$ cat config.mk
export PLATFORM = sky130hd
export DESIGN_NAME = uart_async_channel
export DESIGN_NICKNAME = d
export VERILOG_FILES = /design/src/uart_async_pkg.sv /design/src/uart_pin_sync.sv /design/src/uart_bit_clock.sv /design/src/uart_async_channel.sv
export SDC_FILE = /design/constraint.sdc
export NUM_CORES = 1
export LEC_CHECK = 0
export BUFFER_PORTS_ARGS = -buffer_cell sky130_fd_sc_hd__buf_4
export CAP_MARGIN = 20
export CELL_PAD_IN_SITES_DETAIL_PLACEMENT = 1
export CELL_PAD_IN_SITES_GLOBAL_PLACEMENT = 1
export CORE_MARGIN = 8
export CORE_UTILIZATION = 30
export DETAILED_ROUTE_END_ITERATION = 6
export GPL_ROUTABILITY_DRIVEN = 1
export PLACE_DENSITY = 0.5
export SYNTH_ARGS = -nofsm -noshare
export SYNTH_HDL_FRONTEND = slang
export SYNTH_HIERARCHICAL = 1
export SYNTH_SLANG_ARGS = --single-unit
$ cat constraint.sdc
create_clock -name CLK -period 4.6 [get_ports CLK]
set_clock_uncertainty 0.2 [all_clocks]
set_input_delay 0.46 -clock CLK [delete_from_list [all_inputs] [get_ports CLK]]
set_output_delay 0.46 -clock CLK [all_outputs]
set_load 0.02 [all_outputs]
$ cat src/uart_async_pkg.sv
package uart_async_pkg;

    localparam int FRAME_W = 13;
    localparam int RX_BITS_W = 12;

    localparam logic [2:0] OFS_TX_BUF = 3'h0;
    localparam logic [2:0] OFS_RX_BUF = 3'h1;
    localparam logic [2:0] OFS_DIVISOR = 3'h2;
    localparam logic [2:0] OFS_MODE = 3'h3;
    localparam logic [2:0] OFS_CTRL0 = 3'h4;
    localparam logic [2:0] OFS_CTRL1 = 3'h5;
    localparam logic [2:0] OFS_SHARED = 3'h6;

    localparam logic [2:0] MODE_ASYNC7 = 3'h4;
    localparam logic [2:0] MODE_ASYNC8 = 3'h5;
    localparam logic [2:0] MODE_ASYNC9 = 3'h6;

    localparam logic [1:0] SRC_DIV1 = 2'h0;
    localparam logic [1:0] SRC_DIV8 = 2'h1;
    localparam logic [1:0] SRC_DIV32 = 2'h2;
    localparam logic [2:0] PRESCALE8_LAST = 3'h7;
    localparam logic [4:0] PRESCALE32_LAST = 5'h1f;

    localparam logic [3:0] OVERSAMPLE_LAST = 4'hf;
    localparam logic [3:0] OVERSAMPLE_MID = 4'h7;

    localparam logic [3:0] LEN7 = 4'h7;
    localparam logic [3:0] LEN8 = 4'h8;
    localparam logic [3:0] LEN9 = 4'h9;
    localparam logic [8:0] MASK7 = 9'h07f;
    localparam logic [8:0] MASK8 = 9'h0ff;
    localparam logic [8:0] MASK9 = 9'h1ff;

    localparam logic [7:0] MODE_RESET = 8'h00;
    localparam logic [7:0] CTRL0_RESET = 8'h00;
    localparam logic [7:0] CTRL1_RESET = 8'h00;
    localparam logic [7:0] SHARED_RESET = 8'h00;
    localparam logic [7:0] DIVISOR_RESET = 8'h00;

    typedef struct packed {
        logic reserved7;
        logic parity_enable;
        logic parity_odd_even_select;
        logic stop_bit_count;
        logic clock_source_direction;
        logic [2:0] serial_mode_field;
    } mode_type;

    typedef struct packed {
        logic bit_order_select;
        logic clock_polarity_select;
        logic open_drain_select;
        logic reserved4;
        logic shift_register_empty_flag;
        logic reserved2;
        logic [1:0] divisor_source_select;
    } ctrl0_type;

    typedef struct packed {
        logic [3:0] reserved;
        logic rx_complete_flag;
        logic rx_enable_bit;
        logic tx_buffer_empty_flag;
        logic tx_enable_bit;
    } ctrl1_type;

    typedef struct packed {
        logic [1:0] reserved;
        logic ch1_shared_pin_direction;
        logic ch1_second_output_select;
        logic reserved3;
        logic continuous_rx_mode;
        logic ch1_tx_irq_source;
        logic ch0_tx_irq_source;
    } shared_type;

    typedef struct packed {
        logic sum_error;
        logic parity_error;
        logic framing_flag;
        logic overrun_flag;
        logic [2:0] reserved;
        logic [8:0] data;
    } rx_word_type;

    typedef enum logic [1:0] {
        RX_IDLE = 2'b00,
        RX_START = 2'b01,
        RX_BITS = 2'b11
    } rx_state_type;

    typedef enum logic {
        TX_IDLE = 1'b0,
        TX_SEND = 1'b1
    } tx_state_type;

endpackage

$ cat src/uart_pin_sync.sv
`timescale 1ns/1ps
module uart_pin_sync #(
    parameter int W = 2
) (
    input wire logic clk,
    input wire logic rst_n,
    input wire logic [W-1:0] raw,
    output logic [W-1:0] level
);
    logic [W-1:0] s1_reg;
    logic [W-1:0] s2_reg;
    logic [W-1:0] s3_reg;
    logic [W-1:0] level_reg;
    wire [W-1:0] agree = ~(s2_reg ^ s3_reg);

    // Idle lines rest high, so the chain resets high
    always_ff @(posedge clk or negedge rst_n) begin
        if (!rst_n) begin
            s1_reg <= '1;
            s2_reg <= '1;
            s3_reg <= '1;
            level_reg <= '1;
        end else begin
            s1_reg <= raw;
            s2_reg <= s1_reg;
            s3_reg <= s2_reg;
            level_reg <= (agree & s3_reg) | (~agree & level_reg);
        end
    end

    assign level = level_reg;
endmodule // uart_pin_sync

$ cat src/uart_bit_clock.sv
`timescale 1ns/1ps
module uart_bit_clock (
    input wire logic clk,
    input wire logic rst_n,
    input wire logic run,
    input wire logic [1:0] src_sel,
    input wire logic use_ext,
    input wire logic ext_level,
    input wire logic [7:0] divisor,
    output logic tick16
);
    logic [4:0] pre_reg;
    logic ext_prev_reg;
    logic [7:0] div_reg;
    logic tick_reg;

    wire ext_rise = ext_level && !ext_prev_reg;
    wire int_tick = (src_sel == uart_async_pkg::SRC_DIV1) ||
        (src_sel == uart_async_pkg::SRC_DIV8 &&
         pre_reg[2:0] == uart_async_pkg::PRESCALE8_LAST) ||
        (src_sel == uart_async_pkg::SRC_DIV32 &&
         pre_reg == uart_async_pkg::PRESCALE32_LAST);
    // Selection 11 yields no internal ticks at all
    wire src_tick = run && (use_ext ? ext_rise : int_tick);
    wire div_zero = (div_reg == 8'h00);

    always_ff @(posedge clk or negedge rst_n) begin
        if (!rst_n) begin
            pre_reg <= 5'h00;
            ext_prev_reg <= 1'b1;
            div_reg <= 8'h00;
            tick_reg <= 1'b0;
        end else begin
            pre_reg <= pre_reg + 5'h01;
            ext_prev_reg <= ext_level;
            tick_reg <= src_tick && div_zero;
            if (!run) begin
                div_reg <= divisor;
            end else if (src_tick) begin
                div_reg <= div_zero ? divisor : div_reg - 8'h01;
            end
        end
    end

    assign tick16 = tick_reg;
endmodule // uart_bit_clock

$ cat src/uart_async_channel.sv
// Behaviour
// - A frame has one start bit and seven, eight or nine data bits.
// - One or two stop bits end the frame, as configured.
// - Optional odd or even parity bit follows the data.
// - Internal bit rate is prescaled clock over 16 times divisor plus one.
// - External bit rate is clock pin rate over 16 times divisor plus one.
// - Only channel 0 may use the external bit clock.
// - Divisor source: 00 undivided, 01 divide by 8, 10 by 32.
// - Sending starts when transmit is enabled and the buffer holds data.
// - Receiving starts when receive is enabled and a start bit arrives.
// - Transmit interrupt on buffer-to-shifter move or on send completion.
// - Receive interrupt when a character enters the receive buffer.
// - Overrun when buffer unread by the bit before the last stop.
// - On overrun buffer is undefined and no receive interrupt is raised.
// - Framing error when the configured stop bits are missing.
// - Parity error when ones count disagrees with odd or even setting.
// - Summary error flag is set when any error flag is set.
// - Mode field 100, 101, 110 selects 7, 8, 9 bit asynchronous mode.
// - Bit order choice applies only to eight bit characters.
// - Buffers use bits 0-6, 0-7 or 0-8 by character length.
// - Output pin idles high, or floats in open-drain mode.
// - Channel 1 shared pin transmits when direction bit 1, receives when 0.
// - Channel 1 second output pin carries transmit data when selected.
// - Shift register empty flag is 0 while sending, 1 when done.
//
// Decided for this implementation: the address-and-strobe port and the register offsets.
`timescale 1ns/1ps
module uart_async_channel #(
    parameter bit CHANNEL_ID = 1'b0
) (
    input wire logic CLK,
    input wire logic RST_N,
    input wire logic [2:0] ADDR,
    input wire logic [15:0] WDATA,
    input wire logic WR,
    input wire logic RD,
    output logic [15:0] RDATA,
    input wire logic SERIAL_INPUT_PIN,
    input wire logic SERIAL_CLOCK_PIN,
    output logic SERIAL_OUTPUT_PIN,
    output logic SERIAL_OUTPUT_PIN_EN,
    output logic CH1_SECOND_TX_PIN,
    output logic CH1_SECOND_TX_PIN_EN,
    output logic TX_IRQ,
    output logic RX_IRQ
);
    uart_async_pkg::mode_type mode_reg;
    uart_async_pkg::ctrl0_type ctrl0_reg;
    uart_async_pkg::ctrl1_type ctrl1_reg;
    uart_async_pkg::shared_type shared_reg;
    logic [7:0] divisor_reg;

    uart_async_pkg::tx_state_type tx_state_reg;
    logic [8:0] tx_buf_reg;
    logic tx_empty_reg;
    logic [uart_async_pkg::FRAME_W-1:0] tx_shift_reg;
    logic [3:0] tx_bits_reg;
    logic [3:0] tx_phase_reg;

    uart_async_pkg::rx_state_type rx_state_reg;
    logic [uart_async_pkg::RX_BITS_W-1:0] rx_bits_reg;
    logic [3:0] rx_phase_reg;
    logic [3:0] rx_idx_reg;
    logic rx_ov_pend_reg;
    logic [8:0] rx_buf_reg;
    logic rx_full_reg;
    logic overrun_reg;
    logic framing_reg;
    logic parity_err_reg;

    logic [15:0] rdata_reg;
    logic pin_reg;
    logic pin_en_reg;
    logic pin2_reg;
    logic pin2_en_reg;
    logic tx_irq_reg;
    logic rx_irq_reg;

    logic [1:0] pins_sync;
    logic tick16;

    // Bus decode
    wire wr_tx = WR && ADDR == uart_async_pkg::OFS_TX_BUF;
    wire wr_div = WR && ADDR == uart_async_pkg::OFS_DIVISOR;
    wire wr_mode = WR && ADDR == uart_async_pkg::OFS_MODE;
    wire wr_c0 = WR && ADDR == uart_async_pkg::OFS_CTRL0;
    wire wr_c1 = WR && ADDR == uart_async_pkg::OFS_CTRL1;
    wire wr_sh = WR && ADDR == uart_async_pkg::OFS_SHARED;
    wire rd_rx = RD && ADDR == uart_async_pkg::OFS_RX_BUF;

    // Frame format
    wire [2:0] smode = mode_reg.serial_mode_field;
    wire is7 = smode == uart_async_pkg::MODE_ASYNC7;
    wire is8 = smode == uart_async_pkg::MODE_ASYNC8;
    wire is9 = smode == uart_async_pkg::MODE_ASYNC9;
    wire uart_mode = is7 || is8 || is9;
    wire [3:0] len = is7 ? uart_async_pkg::LEN7 :
        (is8 ? uart_async_pkg::LEN8 : uart_async_pkg::LEN9);
    wire [8:0] mask = is7 ? uart_async_pkg::MASK7 :
        (is8 ? uart_async_pkg::MASK8 : uart_async_pkg::MASK9);
    wire par_en = mode_reg.parity_enable;
    wire par_even = mode_reg.parity_odd_even_select;
    wire stop2 = mode_reg.stop_bit_count;
    // Reversal only for 8-bit; stray setting is ignored otherwise
    wire msb_first = is8 && ctrl0_reg.bit_order_select;
    wire [3:0] rx_total = len + {3'h0, par_en} + 4'h1 + {3'h0, stop2};
    wire [3:0] tx_total = rx_total + 4'h1;
    wire use_ext = (CHANNEL_ID == 1'b0) &&
        mode_reg.clock_source_direction;
    wire irq_src = CHANNEL_ID ? shared_reg.ch1_tx_irq_source :
        shared_reg.ch0_tx_irq_source;
    wire pin_dir = shared_reg.ch1_shared_pin_direction;

    function automatic logic [8:0] order_fix(logic [8:0] d, logic rev);
        logic [8:0] r;
        r = d;
        if (rev) begin
            r[8] = 1'b0;
            for (int i = 0; i < 8; i++) begin
                r[i] = d[7-i];
            end
        end
        return r;
    endfunction

    uart_pin_sync #(.W(2)) pin_sync (
        .clk(CLK),
        .rst_n(RST_N),
        .raw({SERIAL_CLOCK_PIN, SERIAL_INPUT_PIN}),
        .level(pins_sync)
    );

    uart_bit_clock bit_clock (
        .clk(CLK),
        .rst_n(RST_N),
        .run(uart_mode),
        .src_sel(ctrl0_reg.divisor_source_select),
        .use_ext(use_ext),
        .ext_level(pins_sync[1]),
        .divisor(divisor_reg),
        .tick16(tick16)
    );

    // Transmitter
    wire [8:0] tx_data = order_fix(tx_buf_reg & mask, msb_first);
    wire tx_parity = ^tx_data ^ ~par_even;
    logic [uart_async_pkg::FRAME_W-1:0] tx_frame;
    always_comb begin
        tx_frame = '1;
        tx_frame[0] = 1'b0;
        for (int i = 0; i < 9; i++) begin
            if (i < int'(len)) begin
                tx_frame[i+1] = tx_data[i];
            end
        end
        if (par_en) begin
            tx_frame[len+4'h1] = tx_parity;
        end
    end

    wire tx_sending = tx_state_reg == uart_async_pkg::TX_SEND;
    wire tx_bit_end = tx_sending && tick16 &&
        tx_phase_reg == uart_async_pkg::OVERSAMPLE_LAST;
    wire tx_last = tx_bit_end && tx_bits_reg == 4'h1;
    wire tx_load = uart_mode && ctrl1_reg.tx_enable_bit && !tx_empty_reg &&
        tick16 && (!tx_sending || tx_last);
    wire tx_level = tx_sending ? tx_shift_reg[0] : 1'b1;

    always_ff @(posedge CLK or negedge RST_N) begin
        if (!RST_N) begin
            tx_state_reg <= uart_async_pkg::TX_IDLE;
            tx_shift_reg <= '1;
            tx_bits_reg <= 4'h0;
            tx_phase_reg <= 4'h0;
        end else if (tx_load) begin
            tx_state_reg <= uart_async_pkg::TX_SEND;
            tx_shift_reg <= tx_frame;
            tx_bits_reg <= tx_total;
            tx_phase_reg <= 4'h0;
        end else if (tx_sending && tick16) begin
            tx_phase_reg <= tx_phase_reg + 4'h1;
            if (tx_bit_end) begin
                tx_shift_reg <= {1'b1, tx_shift_reg[uart_async_pkg::FRAME_W-1:1]};
                tx_bits_reg <= tx_bits_reg - 4'h1;
                if (tx_last) begin
                    tx_state_reg <= uart_async_pkg::TX_IDLE;
                end
            end
        end
    end

    // Receiver
    wire rx_line = (CHANNEL_ID && pin_dir) ? 1'b1 : pins_sync[0];
    wire rx_idle = rx_state_reg == uart_async_pkg::RX_IDLE;
    wire rx_begin = rx_idle && uart_mode && ctrl1_reg.rx_enable_bit &&
        tick16 && !rx_line;
    wire rx_mid = rx_state_reg == uart_async_pkg::RX_START && tick16 &&
        rx_phase_reg == uart_async_pkg::OVERSAMPLE_MID;
    wire rx_sample = rx_state_reg == uart_async_pkg::RX_BITS && tick16 &&
        rx_phase_reg == uart_async_pkg::OVERSAMPLE_LAST;
    wire rx_done = rx_sample && rx_idx_reg == rx_total - 4'h1;
    wire rx_pre_stop = rx_sample && rx_idx_reg == rx_total - 4'h2;
    logic [uart_async_pkg::RX_BITS_W-1:0] rx_cur;
    always_comb begin
        rx_cur = rx_bits_reg;
        rx_cur[rx_idx_reg] = rx_line;
    end
    wire [8:0] rx_raw = rx_cur[8:0] & mask;
    wire [8:0] rx_data = order_fix(rx_raw, msb_first);
    wire rx_par_bit = rx_cur[len];
    wire [3:0] stop_pos = len + {3'h0, par_en};
    wire rx_frame_bad = !rx_cur[stop_pos] ||
        (stop2 && !rx_cur[stop_pos+4'h1]);
    wire rx_par_bad = par_en && (^rx_raw ^ rx_par_bit ^ ~par_even);
    wire ov_event = rx_done && rx_ov_pend_reg;
    wire rx_store = rx_done && !ov_event;

    always_ff @(posedge CLK or negedge RST_N) begin
        if (!RST_N) begin
            rx_state_reg <= uart_async_pkg::RX_IDLE;
            rx_bits_reg <= '0;
            rx_phase_reg <= 4'h0;
            rx_idx_reg <= 4'h0;
            rx_ov_pend_reg <= 1'b0;
        end else if (rx_begin) begin
            rx_state_reg <= uart_async_pkg::RX_START;
            rx_phase_reg <= 4'h0;
            rx_ov_pend_reg <= 1'b0;
        end else if (rx_mid) begin
            // A glitch shorter than half a bit is not a start bit
            rx_state_reg <= rx_line ? uart_async_pkg::RX_IDLE :
                uart_async_pkg::RX_BITS;
            rx_phase_reg <= 4'h0;
            rx_idx_reg <= 4'h0;
        end else if (!rx_idle && tick16) begin
            rx_phase_reg <= rx_phase_reg + 4'h1;
            if (rx_sample) begin
                rx_bits_reg <= rx_cur;
                rx_idx_reg <= rx_idx_reg + 4'h1;
                if (rx_pre_stop) begin
                    rx_ov_pend_reg <= rx_full_reg;
                end
                if (rx_done) begin
                    rx_state_reg <= uart_async_pkg::RX_IDLE;
                end
            end
        end
    end

    // Receive buffer and flags; set wins over the read clear
    always_ff @(posedge CLK or negedge RST_N) begin
        if (!RST_N) begin
            rx_buf_reg <= 9'h000;
            rx_full_reg <= 1'b0;
            overrun_reg <= 1'b0;
            framing_reg <= 1'b0;
            parity_err_reg <= 1'b0;
        end else begin
            rx_full_reg <= rx_store || (rx_full_reg && !rd_rx);
            if (!ctrl1_reg.rx_enable_bit) begin
                overrun_reg <= 1'b0;
                framing_reg <= 1'b0;
                parity_err_reg <= 1'b0;
            end else if (ov_event) begin
                // Buffer left as it was; its content counts as undefined
                overrun_reg <= 1'b1;
            end else if (rx_store) begin
                rx_buf_reg <= rx_data;
                framing_reg <= rx_frame_bad;
                parity_err_reg <= rx_par_bad;
            end
        end
    end

    // Register file
    always_ff @(posedge CLK or negedge RST_N) begin
        if (!RST_N) begin
            mode_reg <= uart_async_pkg::MODE_RESET;
            ctrl0_reg <= uart_async_pkg::CTRL0_RESET;
            ctrl1_reg <= uart_async_pkg::CTRL1_RESET;
            shared_reg <= uart_async_pkg::SHARED_RESET;
            divisor_reg <= uart_async_pkg::DIVISOR_RESET;
            tx_buf_reg <= 9'h000;
            tx_empty_reg <= 1'b1;
        end else begin
            if (wr_mode) mode_reg <= WDATA[7:0];
            if (wr_c0) ctrl0_reg <= WDATA[7:0];
            if (wr_c1) ctrl1_reg <= WDATA[7:0];
            if (wr_sh) shared_reg <= WDATA[7:0];
            if (wr_div) divisor_reg <= WDATA[7:0];
            if (wr_tx) tx_buf_reg <= WDATA[8:0];
            // A fresh write keeps the buffer marked full
            tx_empty_reg <= !wr_tx && (tx_empty_reg || tx_load);
        end
    end

    wire uart_mode_sum = overrun_reg || framing_reg || parity_err_reg;
    wire [15:0] rx_word = {uart_mode_sum, parity_err_reg, framing_reg,
        overrun_reg, 3'h0, rx_buf_reg};
    wire [7:0] c0_word = {ctrl0_reg[7:4], !tx_sending, 1'b0,
        ctrl0_reg[1:0]};
    wire [7:0] c1_word = {4'h0, rx_full_reg, ctrl1_reg.rx_enable_bit,
        tx_empty_reg, ctrl1_reg.tx_enable_bit};
    wire [15:0] rd_mux =
        ADDR == uart_async_pkg::OFS_RX_BUF ? rx_word :
        ADDR == uart_async_pkg::OFS_MODE ? {8'h00, mode_reg} :
        ADDR == uart_async_pkg::OFS_CTRL0 ? {8'h00, c0_word} :
        ADDR == uart_async_pkg::OFS_CTRL1 ? {8'h00, c1_word} :
        ADDR == uart_async_pkg::OFS_SHARED ? {8'h00, shared_reg} : 16'h0000;

    // Pins and events
    wire drive1 = uart_mode && (CHANNEL_ID == 1'b0 || pin_dir);
    wire drive2 = CHANNEL_ID && uart_mode &&
        shared_reg.ch1_second_output_select;
    wire od = ctrl0_reg.open_drain_select;

    always_ff @(posedge CLK or negedge RST_N) begin
        if (!RST_N) begin
            rdata_reg <= 16'h0000;
            pin_reg <= 1'b1;
            pin_en_reg <= 1'b0;
            pin2_reg <= 1'b1;
            pin2_en_reg <= 1'b0;
            tx_irq_reg <= 1'b0;
            rx_irq_reg <= 1'b0;
        end else begin
            rdata_reg <= RD ? rd_mux : 16'h0000;
            pin_reg <= od ? 1'b0 : tx_level;
            pin_en_reg <= drive1 && (!od || !tx_level);
            pin2_reg <= od ? 1'b0 : tx_level;
            pin2_en_reg <= drive2 && (!od || !tx_level);
            tx_irq_reg <= irq_src ? tx_last : tx_load;
            rx_irq_reg <= rx_store;
        end
    end

    assign RDATA = rdata_reg;
    assign SERIAL_OUTPUT_PIN = pin_reg;
    assign SERIAL_OUTPUT_PIN_EN = pin_en_reg;
    assign CH1_SECOND_TX_PIN = pin2_reg;
    assign CH1_SECOND_TX_PIN_EN = pin2_en_reg;
    assign TX_IRQ = tx_irq_reg;
    assign RX_IRQ = rx_irq_reg;
endmodule // uart_async_channel

==> impl_metrics.tcl, run 1 <==
set metrics [dict create \
    dp.cells 1003 \
    die_w_um 172 \
    crit_path_end_kind "flop" \
    drtIter0Drc 241 \
    timing.slew.headroom 0.376 \
    synth_seq_cells 140 \
    worstHoldPathCells 2 \
    rows 57 \
    fillers 2613 \
    hold_class "in2reg" \
    cp.required_ns 4.77 \
    grt_max_degree 56 \
    globalplace.congestion 0.791 \
    final_util 0.350 \
    grt_usage 0.141 \
    syn_area_per_cell_sq_um 10.9 \
    drv_cap 0 \
    layout_setup_ws_ns 0.690 \
    p_per_area_nw_per_um2 443 \
    r2r-start "smode[1]$_DFFE_PN0P_" \
    synth_area_leaders "dfrtp_1, dfstp_2, mux2_2" \
    yosysWarnings 6 \
    antenna_found_initial 0 \
    met2_usage 0.237 \
    clk_pin_slew_ns 0.07 \
    reg2reg_depth 15 \
    async_flop_share 1.00 \
    min_to "tx_buf_reg[8]$_DFFE_PN0P_" \
    start_kind "flop" \
    synth_edf_count 0 \
    dieArea_sq_um 29700 \
    finalHoldViolCount 0 \
    htreeDepth 4 \
    grt_use_met3 0.0311 \
    wl_per_cell_um 18.6 \
    fmax_mhz 256 \
    pre_cts_slack_ns 0.681 \
    grt_use_met1 0.182 \
    drc_errors 0 \
    wl_um 19300 \
    min_from "WDATA[8]" \
    grt_pass1_vias 5683 \
    status "finished clean" \
    syn_inst 669 \
    drv_slew 0 \
    pin_count 47 \
    overflow 0 \
    core_area_sq_um 24200 \
    numCtsBuffers 17 \
    first_pass_iters 4 \
    route.vias.total 5070 \
    drive_above_1_share 0.239 \
    crit_buf_inv 2 \
    ant_nets 0 \
    p_leak_nw 3.76 \
    synth_cell_types 69 \
    yosys_most_used_dff "dfrtp_1" \
    place_hpwl_um 13800 \
    setup_viol 0 \
    stdcell_area_sq_um 8470 \
    busiest_layer "met2" \
    cp_slowest_cell "dfrtp_1" \
    clockBufferDepth 2 \
    clock_sinks 140 \
    cts_tree "done" \
    yosys.area.top_type "dfrtp_1" \
    criticalPathCategory "reg2reg" \
    hold_slack_ns 0.0806 \
    post-route-period-util 0.850 \
    io_buffers 35 \
    stdcell_count 1039 \
    syn2layout_area_growth_pct 15.7 \
    rsz0062_at_grt "false" \
    nNetsFinal 747 \
    initial_core_util 0.303 \
    synth_top_area_share 0.396 \
    synth-seq-area-share 0.483 \
    fin_setup_tns_ns 0 \
    viasPerCell 4.88 \
    worstSkewPairLatency_ns 0.43 \
    worst_slew_pin_slew_ns 0.935 \
    period_needed_ns 3.91 \
    arrival_ns 4.08 \
    path_max_fanout 18 \
    ff2ff_setup_slack_ns 0.69 \
    power_mw 3.75 \
    place_area_sq_um 7860 \
    path_delay_family "simple AND/OR/NAND/NOR gates" \
    worstReg2RegEnd "rx_buf_reg[8]$_DFFE_PN0P_" \
    crit_chain "nor2b_1 > nand2_1 > ha_1 > xnor2_1 > xnor2_1 > ha_1 > inv_1 > ha_1 > a21boi_0 > o2111ai_1 > nor4_4 > nand2_1 > buf_4 > or3_1 > nand2_1" \
    ctsRootBufferMaster "clkbuf_16" \
    cpPeakStageDelay_ns 0.42 \
    die_y_um 172 \
    syn_area_sq_um 7320 \
    grt_pass1_wl_um 32000 \
    ir_drop_uv 243 \
    cp-startpoint "smode[1]$_DFFE_PN0P_" \
]
-- report_power, final --
group / switching [mW] / internal (mW) / leakage [nW] / total, mW
logic: 0.466 / 0.383 / 1.72 / 0.849
registers: 0.149 / 1.37 / 1.76 / 1.52
clock network: 0.610 / 0.769 / 0.280 / 1.38
total: 1.23 / 2.52 / 3.76 / 3.75
-- placed cells by master, fill, tap and decap left out, drive strengths merged, types with 3 or more instances in the layout --
cell / synthesis / layout
mux4: 3 / 3
buf: 20 / 42
or2: 3 / 3
o22ai: 10 / 10
o41ai: 4 / 4
a21boi: 3 / 3
nor3b: 7 / 7
xor2: 14 / 14
dfstp: 24 / 24
nand3b: 11 / 11
mux2i: 30 / 30
inv: 27 / 36
and2: 11 / 11
a21oi: 20 / 20
a32oi: 5 / 5
clkbuf: 15 / 18
mux2: 49 / 49
conb: 1 / 4
dfrtp: 116 / 116
nor2: 26 / 26
dlygate4sd3: 0 / 3
nand4: 4 / 4
nand2b: 9 / 9
nand3: 21 / 21
xnor2: 22 / 22
and3: 15 / 15
o21ai: 42 / 42
nand2: 75 / 75
ha: 21 / 21
nor2b: 10 / 10
a211oi: 5 / 5
nor4: 7 / 7
nor3: 10 / 10
-- final cells by class --
type | instances | area, sq um | share of cell area
flip-flops and latches | 140 | 3530 | 0.417
clock inverters | 14 | 151 | 0.0179
repair buffers | 45 | 349 | 0.0412
multi-input cells | 470 | 3500 | 0.413
clock buffers | 18 | 429 | 0.0507
diodes | 1 | 2.50 | 0.000295
inverters | 27 | 101 | 0.0120
well taps | 324 | 405 | 0.0479
-- synth_stat cells (5+ instances only) --
library cell,instances
clkbuf_1,15
mux2_2,49
mux2i_1,27
nor3_1,8
nand2b_1,8
nand3b_1,7
nor2_1,25
a21oi_1,20
dfstp_2,24
nor3b_1,6
and2_1,11
nand3_1,20
xor2_1,14
and3_1,15
o21ai_0,39
nor2b_1,10
a211oi_1,5
buf_2,7
nor4_1,6
o22ai_1,10
a32oi_1,5
dfrtp_1,116
nand2_1,75
buf_4,6
xnor2_1,22
ha_1,21
inv_1,27
-- layer usage --
metal,wire [um],vias up
met5,0,-
met4,189,0
met3,610,16
met2,9600,53
met1,8920,2590
li1,-,2411
-- repair_timing --
item / 4_1_cts / 5_1_grt
resized for setup: 0 / 0
hold buffers: 3 / 0
buffers inserted: 0 / 0
endpoints found under the hold margin: 41 / 0
-- worst max path at each step --
stage / end / slack (ns) / depth (start not counted)
after global placement: rx_buf_reg[8]$_DFFE_PN0P_ / 0.82 / 15
final: rx_buf_reg[8]$_DFFE_PN0P_ / 0.69 / 15
after floorplan: rx_buf_reg[7]$_DFFE_PN0P_ / 0.88 / 16
after detailed placement: rx_buf_reg[8]$_DFFE_PN0P_ / 0.68 / 15
after global routing: rx_buf_reg[8]$_DFFE_PN0P_ / 0.38 / 15
after CTS: rx_buf_reg[8]$_DFFE_PN0P_ / 0.65 / 15
-- cell families (layout without fill, tap and decap cells) --
family	after synthesis	in the layout	share of synthesized area
AND/OR/NAND/NOR	217	217	0.164
flip-flops	140	140	0.483
AO/OA/AOI/OAI	106	106	0.0936
multiplexers	82	82	0.130
buffers and inverters	62	104	0.0414
XOR/XNOR	38	38	0.0492
adder cells (fa/ha/maj)	23	23	0.0390
other	1	5	0.000512
Power figures use the tool's default switching activity.
==> inputs of run 2 (changes only) <==
- PLACE_DENSITY: 0.5 -> 0.52
- clock period: 4.6 -> 3.16 ns (I/O delays scaled with it)
==> impl_metrics.tcl, run 2 (synthesis gave the netlist of run 1 again) <==
set metrics [dict create \
    final_cell_mix "dfrtp_1, buf_4, nand2_1, mux2_2, o21ai_0" \
    crit_chain "nor2b_4 > nand2_4 > ha_4 > inv_4 > ha_4 > ha_4 > inv_4 > ha_2 > a21boi_4 > o2111ai_2 > nor4_4 > nand2_2 > or3_1 > nand2_1" \
    min_from "WDATA[0]" \
    initial_core_util 0.303 \
    met2_usage 0.236 \
    start_kind "flop" \
    power_mw 5.96 \
    dieArea_sq_um 29700 \
    final_common_cell "dfrtp_1" \
    layout_setup_ws_ns -0.0268 \
    fmax_mhz 314 \
    first_pass_iters 4 \
    route.vias.total 5231 \
    crit_top_cell "ha_4" \
    worst_slew_pin_slew_ns 0.816 \
    path_max_fanout 4 \
    pwr-share-comb 0.288 \
    htreeDepth 4 \
    worstReg2RegEnd "rx_buf_reg[8]$_DFFE_PN0P_" \
    wl_um 19800 \
    numCtsBuffers 17 \
    place_hpwl_um 14200 \
    wl_per_cell_um 18.2 \
    finalHoldViolCount 0 \
    r2r-start "smode[1]$_DFFE_PN0P_" \
    grt_max_degree 71 \
    grt_use_met1 0.185 \
    p_per_area_nw_per_um2 658 \
    violations "negative setup slack" \
    status "finished, violations left" \
    clock_sinks 140 \
    ff2ff_setup_slack_ns -0.03 \
    cts_tree "done" \
    crit_path_end_kind "flop" \
    path_delay_family "simple AND/OR/NAND/NOR gates" \
    cpPeakStageDelay_ns 0.42 \
    grt_usage 0.142 \
    criticalPathCategory "reg2reg" \
    drv_slew 0 \
    die_w_um 172 \
    p_sw_mw 1.91 \
    p_sw_frac 0.320 \
    globalplace.congestion 0.779 \
    ant_nets 0 \
    seqPwrFrac 0.371 \
    die_y_um 172 \
    crit_buf_inv 2 \
    clk_pin_slew_ns 0.07 \
    p_leak_nw 4.02 \
    worstSkewPairLatency_ns 0.42 \
    diodes 0 \
    clockBufferDepth 2 \
    drtIter0Drc 218 \
    min_to "irq_src$_DFFE_PN0P_" \
    ir_drop_uv 336 \
    grt_pass1_wl_um 32400 \
    io_buffers 35 \
    clkPwrFrac 0.341 \
    drive_above_1_share 0.310 \
    core_area_sq_um 24200 \
    power.internal_mw 4.05 \
    ctsRootBufferMaster "clkbuf_16" \
    period_needed_ns 3.19 \
    grt_use_met3 0.0281 \
    drv_cap 0 \
    hold_slack_ns 0.0118 \
    busiest_layer "met2" \
    pin_count 47 \
    drc_errors 0 \
    timing.slew.headroom 0.453 \
    hold_class "in2reg" \
    grt_pass1_vias 5783 \
    nNetsFinal 794 \
    post-route-period-util 1.01 \
    cp_slowest_cell "dfrtp_1" \
    rsz0062_at_grt "true" \
    antenna_found_initial 0 \
    cp.required_ns 3.32 \
    setup_viol 1 \
    worstHoldPathCells 2 \
    arrival_ns 3.35 \
    viasPerCell 4.82 \
    reg2reg_depth 14 \
    final_util 0.375 \
    overflow 0 \
    syn2layout_area_growth_pct 23.8 \
    rows 57 \
]
==> run 2: cell types whose count changed in the layout (fill, tap and decap cells not counted), sizes merged <==
cell	change
dlygate4sd3	+7
clkbuf	+1
inv	-3
buf	+40
clkinvlp	+3
clkinv	-2
diode	-1
bufinv	+1
==> run 2: worst max path at each step <==
stage	from	endpoint	slack, ns	cells past startpoint
after floorplan	smode[1]$_DFFE_PN0P_	rx_buf_reg[8]$_DFFE_PN0P_	-0.23	14
after CTS	smode[1]$_DFFE_PN0P_	rx_buf_reg[5]$_DFFE_PN0P_	0.007	14
after global placement	smode[1]$_DFFE_PN0P_	rx_buf_reg[8]$_DFFE_PN0P_	-0.04	13
after global routing	smode[1]$_DFFE_PN0P_	rx_buf_reg[8]$_DFFE_PN0P_	-0.13	14
after detailed placement	smode[1]$_DFFE_PN0P_	rx_buf_reg[8]$_DFFE_PN0P_	-0.14	14
final	smode[1]$_DFFE_PN0P_	rx_buf_reg[8]$_DFFE_PN0P_	-0.03	14
==> run 2: through the flow <==
| step | instances | worst slack (ns) | setup TNS (ns) | instance area [sq um] |
|---|---|---|---|---|
| floorplan | 672 | -0.234 | -1.66 | 7460 |
| global placement | 1036 | -0.0373 | -0.0413 | 8230 |
| detailed placement | 1036 | -0.138 | -1.11 | 8230 |
| CTS | 1080 | 0.00689 | 0 | 8970 |
| global route | 1085 | -0.133 | -0.993 | 9060 |
| finish | 1085 | -0.0268 | -0.0268 | 9060 |
==> run 2: cell type report <==
| cell class | instances | area, sq um |
|---|---|---|
| Fill cell | 2624 | 15100 |
| Multi-Input combinational cell | 470 | 3690 |
| Sequential cell | 140 | 3530 |
| Timing Repair Buffer | 92 | 736 |
| Clock buffer | 19 | 433 |
| Tap cell | 324 | 405 |
| Clock inverter | 13 | 155 |
| Inverter | 27 | 106 |
==> run 2: power groups by stage <==
stage	Clock (mW)	Combinational (mW)	Sequential (mW)
2_1_floorplan	0	1.08	2.18
3_3_place_gp	0	1.45	2.23
3_5_place_dp	0	1.51	2.24
4_1_cts	2.10	1.67	2.21
5_1_grt	2.17	1.87	2.25
6_report	2.03	1.72	2.21
==> run 2: worst register-to-register path: stages, from the launching register on <==
cell and delay [ns]:
dfrtp_1 0.42, nor2b_4 0.16, nand2_4 0.07, ha_4 0.32, inv_4 0.05, ha_4 0.16, ha_4 0.26, inv_4 0.08
ha_2 0.19, a21boi_4 0.19, o2111ai_2 0.14, nor4_4 0.35, nand2_2 0.10, or3_1 0.37, nand2_1 0.07
==> run 2: layer usage <==
| metal | wire (um) | vias to the layer above |
|---|---|---|
| met3 | 426 | 18 |
| met1 | 9470 | 2663 |
| met4 | 250 | 0 |
| met2 | 9630 | 54 |
| met5 | 0 | - |
| li1 | - | 2496 |
==> run 2: repair_timing <==
| item | 4_1_cts | 5_1_grt |
|---|---|---|
| cloned | 0 | 0 |
| hold buffers | 9 | 1 |
| endpoints found under the setup margin | 11 | 13 |
| resized for setup | 9 | 15 |
| setup buffers | 3 | 4 |
| hold endpoints to repair | 83 | 1 |
| pin swaps | 6 | 7 |
==> inputs of run 3 (changes only) <==
- ABC_AREA: unset -> 1
- CORE_UTILIZATION: 30 -> 37
- PLACE_DENSITY: 0.52 -> 0.66
==> impl_metrics.tcl, run 3 <==
set metrics [dict create \
    status "finished, violations left" \
    violations "negative setup slack" \
    clockBufferDepth 2 \
    criticalPathCategory "reg2reg" \
    hold_class "in2reg" \
    die_w_um 158 \
    wl_um 21500 \
    synth_seq_cells 140 \
    fillers 2410 \
    cts_tree "done" \
    ctsRootBufferMaster "clkbuf_16" \
    timing.slew.headroom 0.584 \
    final_cell_mix "nand2_1, dfrtp_1, inv_1, o21ai_0, buf_4" \
    layout_setup_ws_ns -0.122 \
    syn_area_sq_um 7430 \
    initial_core_util 0.372 \
    ff2ff_setup_slack_ns -0.12 \
    arrival_ns 3.44 \
    io_buffers 35 \
    drv_cap 0 \
    die_y_um 158 \
    fmax_mhz 305 \
    place_hpwl_um 15600 \
    synth_cell_types 50 \
    place_area_sq_um 8190 \
    worst_slew_pin_slew_ns 0.624 \
    start_kind "flop" \
    grt_usage 0.184 \
    synth_area_leaders "dfrtp_1, nand2_1, dfstp_2" \
    cp.required_ns 3.32 \
    numCtsBuffers 17 \
    synth-seq-area-share 0.476 \
    pre_cts_slack_ns -0.163 \
    nNetsFinal 1064 \
    async_flop_share 1.00 \
    syn_area_per_cell_sq_um 8.04 \
    stdcell_count 1301 \
    grt_pass1_vias 6674 \
    period_needed_ns 3.28 \
    diodes 0 \
    ir_drop_uv 356 \
    power_mw 5.99 \
    hold_slack_ns 0.0231 \
    synthMostInstantiatedCell "nand2_1" \
    post-route-period-util 1.04 \
    drc_errors 0 \
    syn2layout_area_growth_pct 24.0 \
    viasPerCell 4.91 \
    synth_top_area_share 0.391 \
    wl_per_cell_um 16.5 \
    yosys.area.top_type "dfrtp_1" \
    pin_count 47 \
    grt_pass1_wl_um 35500 \
    final_util 0.461 \
    synth_edf_count 0 \
    p_leak_nw 4.44 \
    route.vias.total 6394 \
    fin_setup_tns_ns -0.986 \
    dieArea_sq_um 24900 \
    ys_top_cells_by_count "nand2_1, dfrtp_1, inv_1" \
    dp.cells 1233 \
    htreeDepth 4 \
    first_pass_iters 4 \
    grt_max_degree 63 \
    drive_above_1_share 0.205 \
    setup_viol 11 \
    yosys_most_used_dff "dfrtp_1" \
    overflow 0 \
    yosysWarnings 6 \
    finalHoldViolCount 0 \
    worstSkewPairLatency_ns 0.43 \
    rsz0062_at_grt "true" \
    crit_path_end_kind "flop" \
    p_per_area_nw_per_um2 650 \
    path_max_fanout 4 \
    clock_sinks 140 \
    syn_inst 924 \
    core_area_sq_um 20000 \
    stdcell_area_sq_um 9210 \
    drv_slew 0 \
    ant_nets 0 \
    drtIter0Drc 276 \
    globalplace.congestion 0.810 \
    rows 52 \
    antenna_found_initial 0 \
    final_common_cell "nand2_1" \
    clk_pin_slew_ns 0.07 \
]
[run 3: cell count changes after synthesis, moves of 11 or more]
cell     before  now
xnor2_1      22    7
and3_1       15    0
nand3_1      20   52
inv_1        27  104
nor2_1       25   53
nand2_1      75  270
and2_1       11    0
o21ai_0      39   94
mux2_2       49    1
a21oi_1      20   31
mux2i_1      27    0
o21ai_1       1   19
[run 3: kinds of logic (layout without fill, tap and decap cells)]
group                    after synthesis  in the layout  share of synthesized area
buffers and inverters                143            247                     0.0797
other                                  1              4                   0.000505
AO/OA/AOI/OAI                        177            177                      0.135
AND/OR/NAND/NOR                      420            420                      0.247
multiplexers                           1              1                    0.00152
flip-flops                           140            140                      0.476
XOR/XNOR                              21             21                     0.0258
adder cells (fa/ha/maj)               21             21                     0.0354
[run 3: final cells by class]
class | instances | area [sq um] | area share
Sequential cell | 140 | 3530 | 0.384
Multi-Input combinational cell | 644 | 3460 | 0.376
Timing Repair Buffer | 97 | 778 | 0.0845
Inverter | 116 | 450 | 0.0489
Clock buffer | 18 | 429 | 0.0466
Tap cell | 270 | 338 | 0.0367
Clock inverter | 14 | 210 | 0.0228
Timing Repair inverter | 2 | 10.0 | 0.00109
[run 3: routing by layer]
metal / vias up / track usage / routed length [um]
met3: 26 / 0.0371 / 701
met5: - / 0 / 0
met4: 0 / 0.0621 / 433
met2: 94 / 0.286 / 9900
met1: 3082 / 0.250 / 10500
li1: 3192 / - / -
[run 3: power by group]
| group | switching, mW | leakage (nW) | total, mW | internal [mW] |
|---|---|---|---|---|
| Sequential | 0.170 | 1.78 | 2.16 | 1.99 |
| Clock | 0.843 | 0.306 | 2.19 | 1.34 |
| Combinational | 0.980 | 2.36 | 1.64 | 0.660 |
[run 3: final timing paths]
kind,startpoint,cells after the start,end
setup / recovery,smode[1]$_DFFE_PN0P_,24,rx_buf_reg[8]$_DFFE_PN0P_
hold / removal,RD,3,RDATA[2]$_DFF_PN0_
setup reg to reg,smode[1]$_DFFE_PN0P_,24,rx_buf_reg[8]$_DFFE_PN0P_
hold reg to reg,pin_sync/s1_reg[0]$_DFF_PN1_,0,pin_sync/s2_reg[0]$_DFF_PN1_
max in group asynchronous,RST_N,3,tx_shift_reg[5]$_DFFE_PN1P_
min in group asynchronous,RST_N,2,rx_bits_reg[7]$_DFFE_PN0P_
[run 3: critical path, stage by stage (launching register included)]
cell,delay [ns]
dfrtp_1,0.39
inv_2,0.09
nand2_4,0.06
nor2_4,0.09
inv_2,0.06
ha_4,0.17
xor2_4,0.16
nor2_4,0.13
inv_2,0.05
nand2_2,0.07
inv_2,0.04
ha_4,0.28
inv_6,0.05
ha_2,0.21
nand3_1,0.09
nand2_1,0.08
nor2_2,0.13
nand3_2,0.12
nor2_4,0.15
inv_2,0.06
nor2_4,0.19
buf_4,0.14
buf_6,0.10
nand2_2,0.04
o21ai_1,0.08
[run 3: what timing repair did]
item,CTS,global route
setup endpoints to repair,11,14
pin swaps,13,7
hold buffers,12,0
resized for setup,14,14
buffers inserted,18,5
endpoints found under the hold margin,56,0
gates cloned,2,0
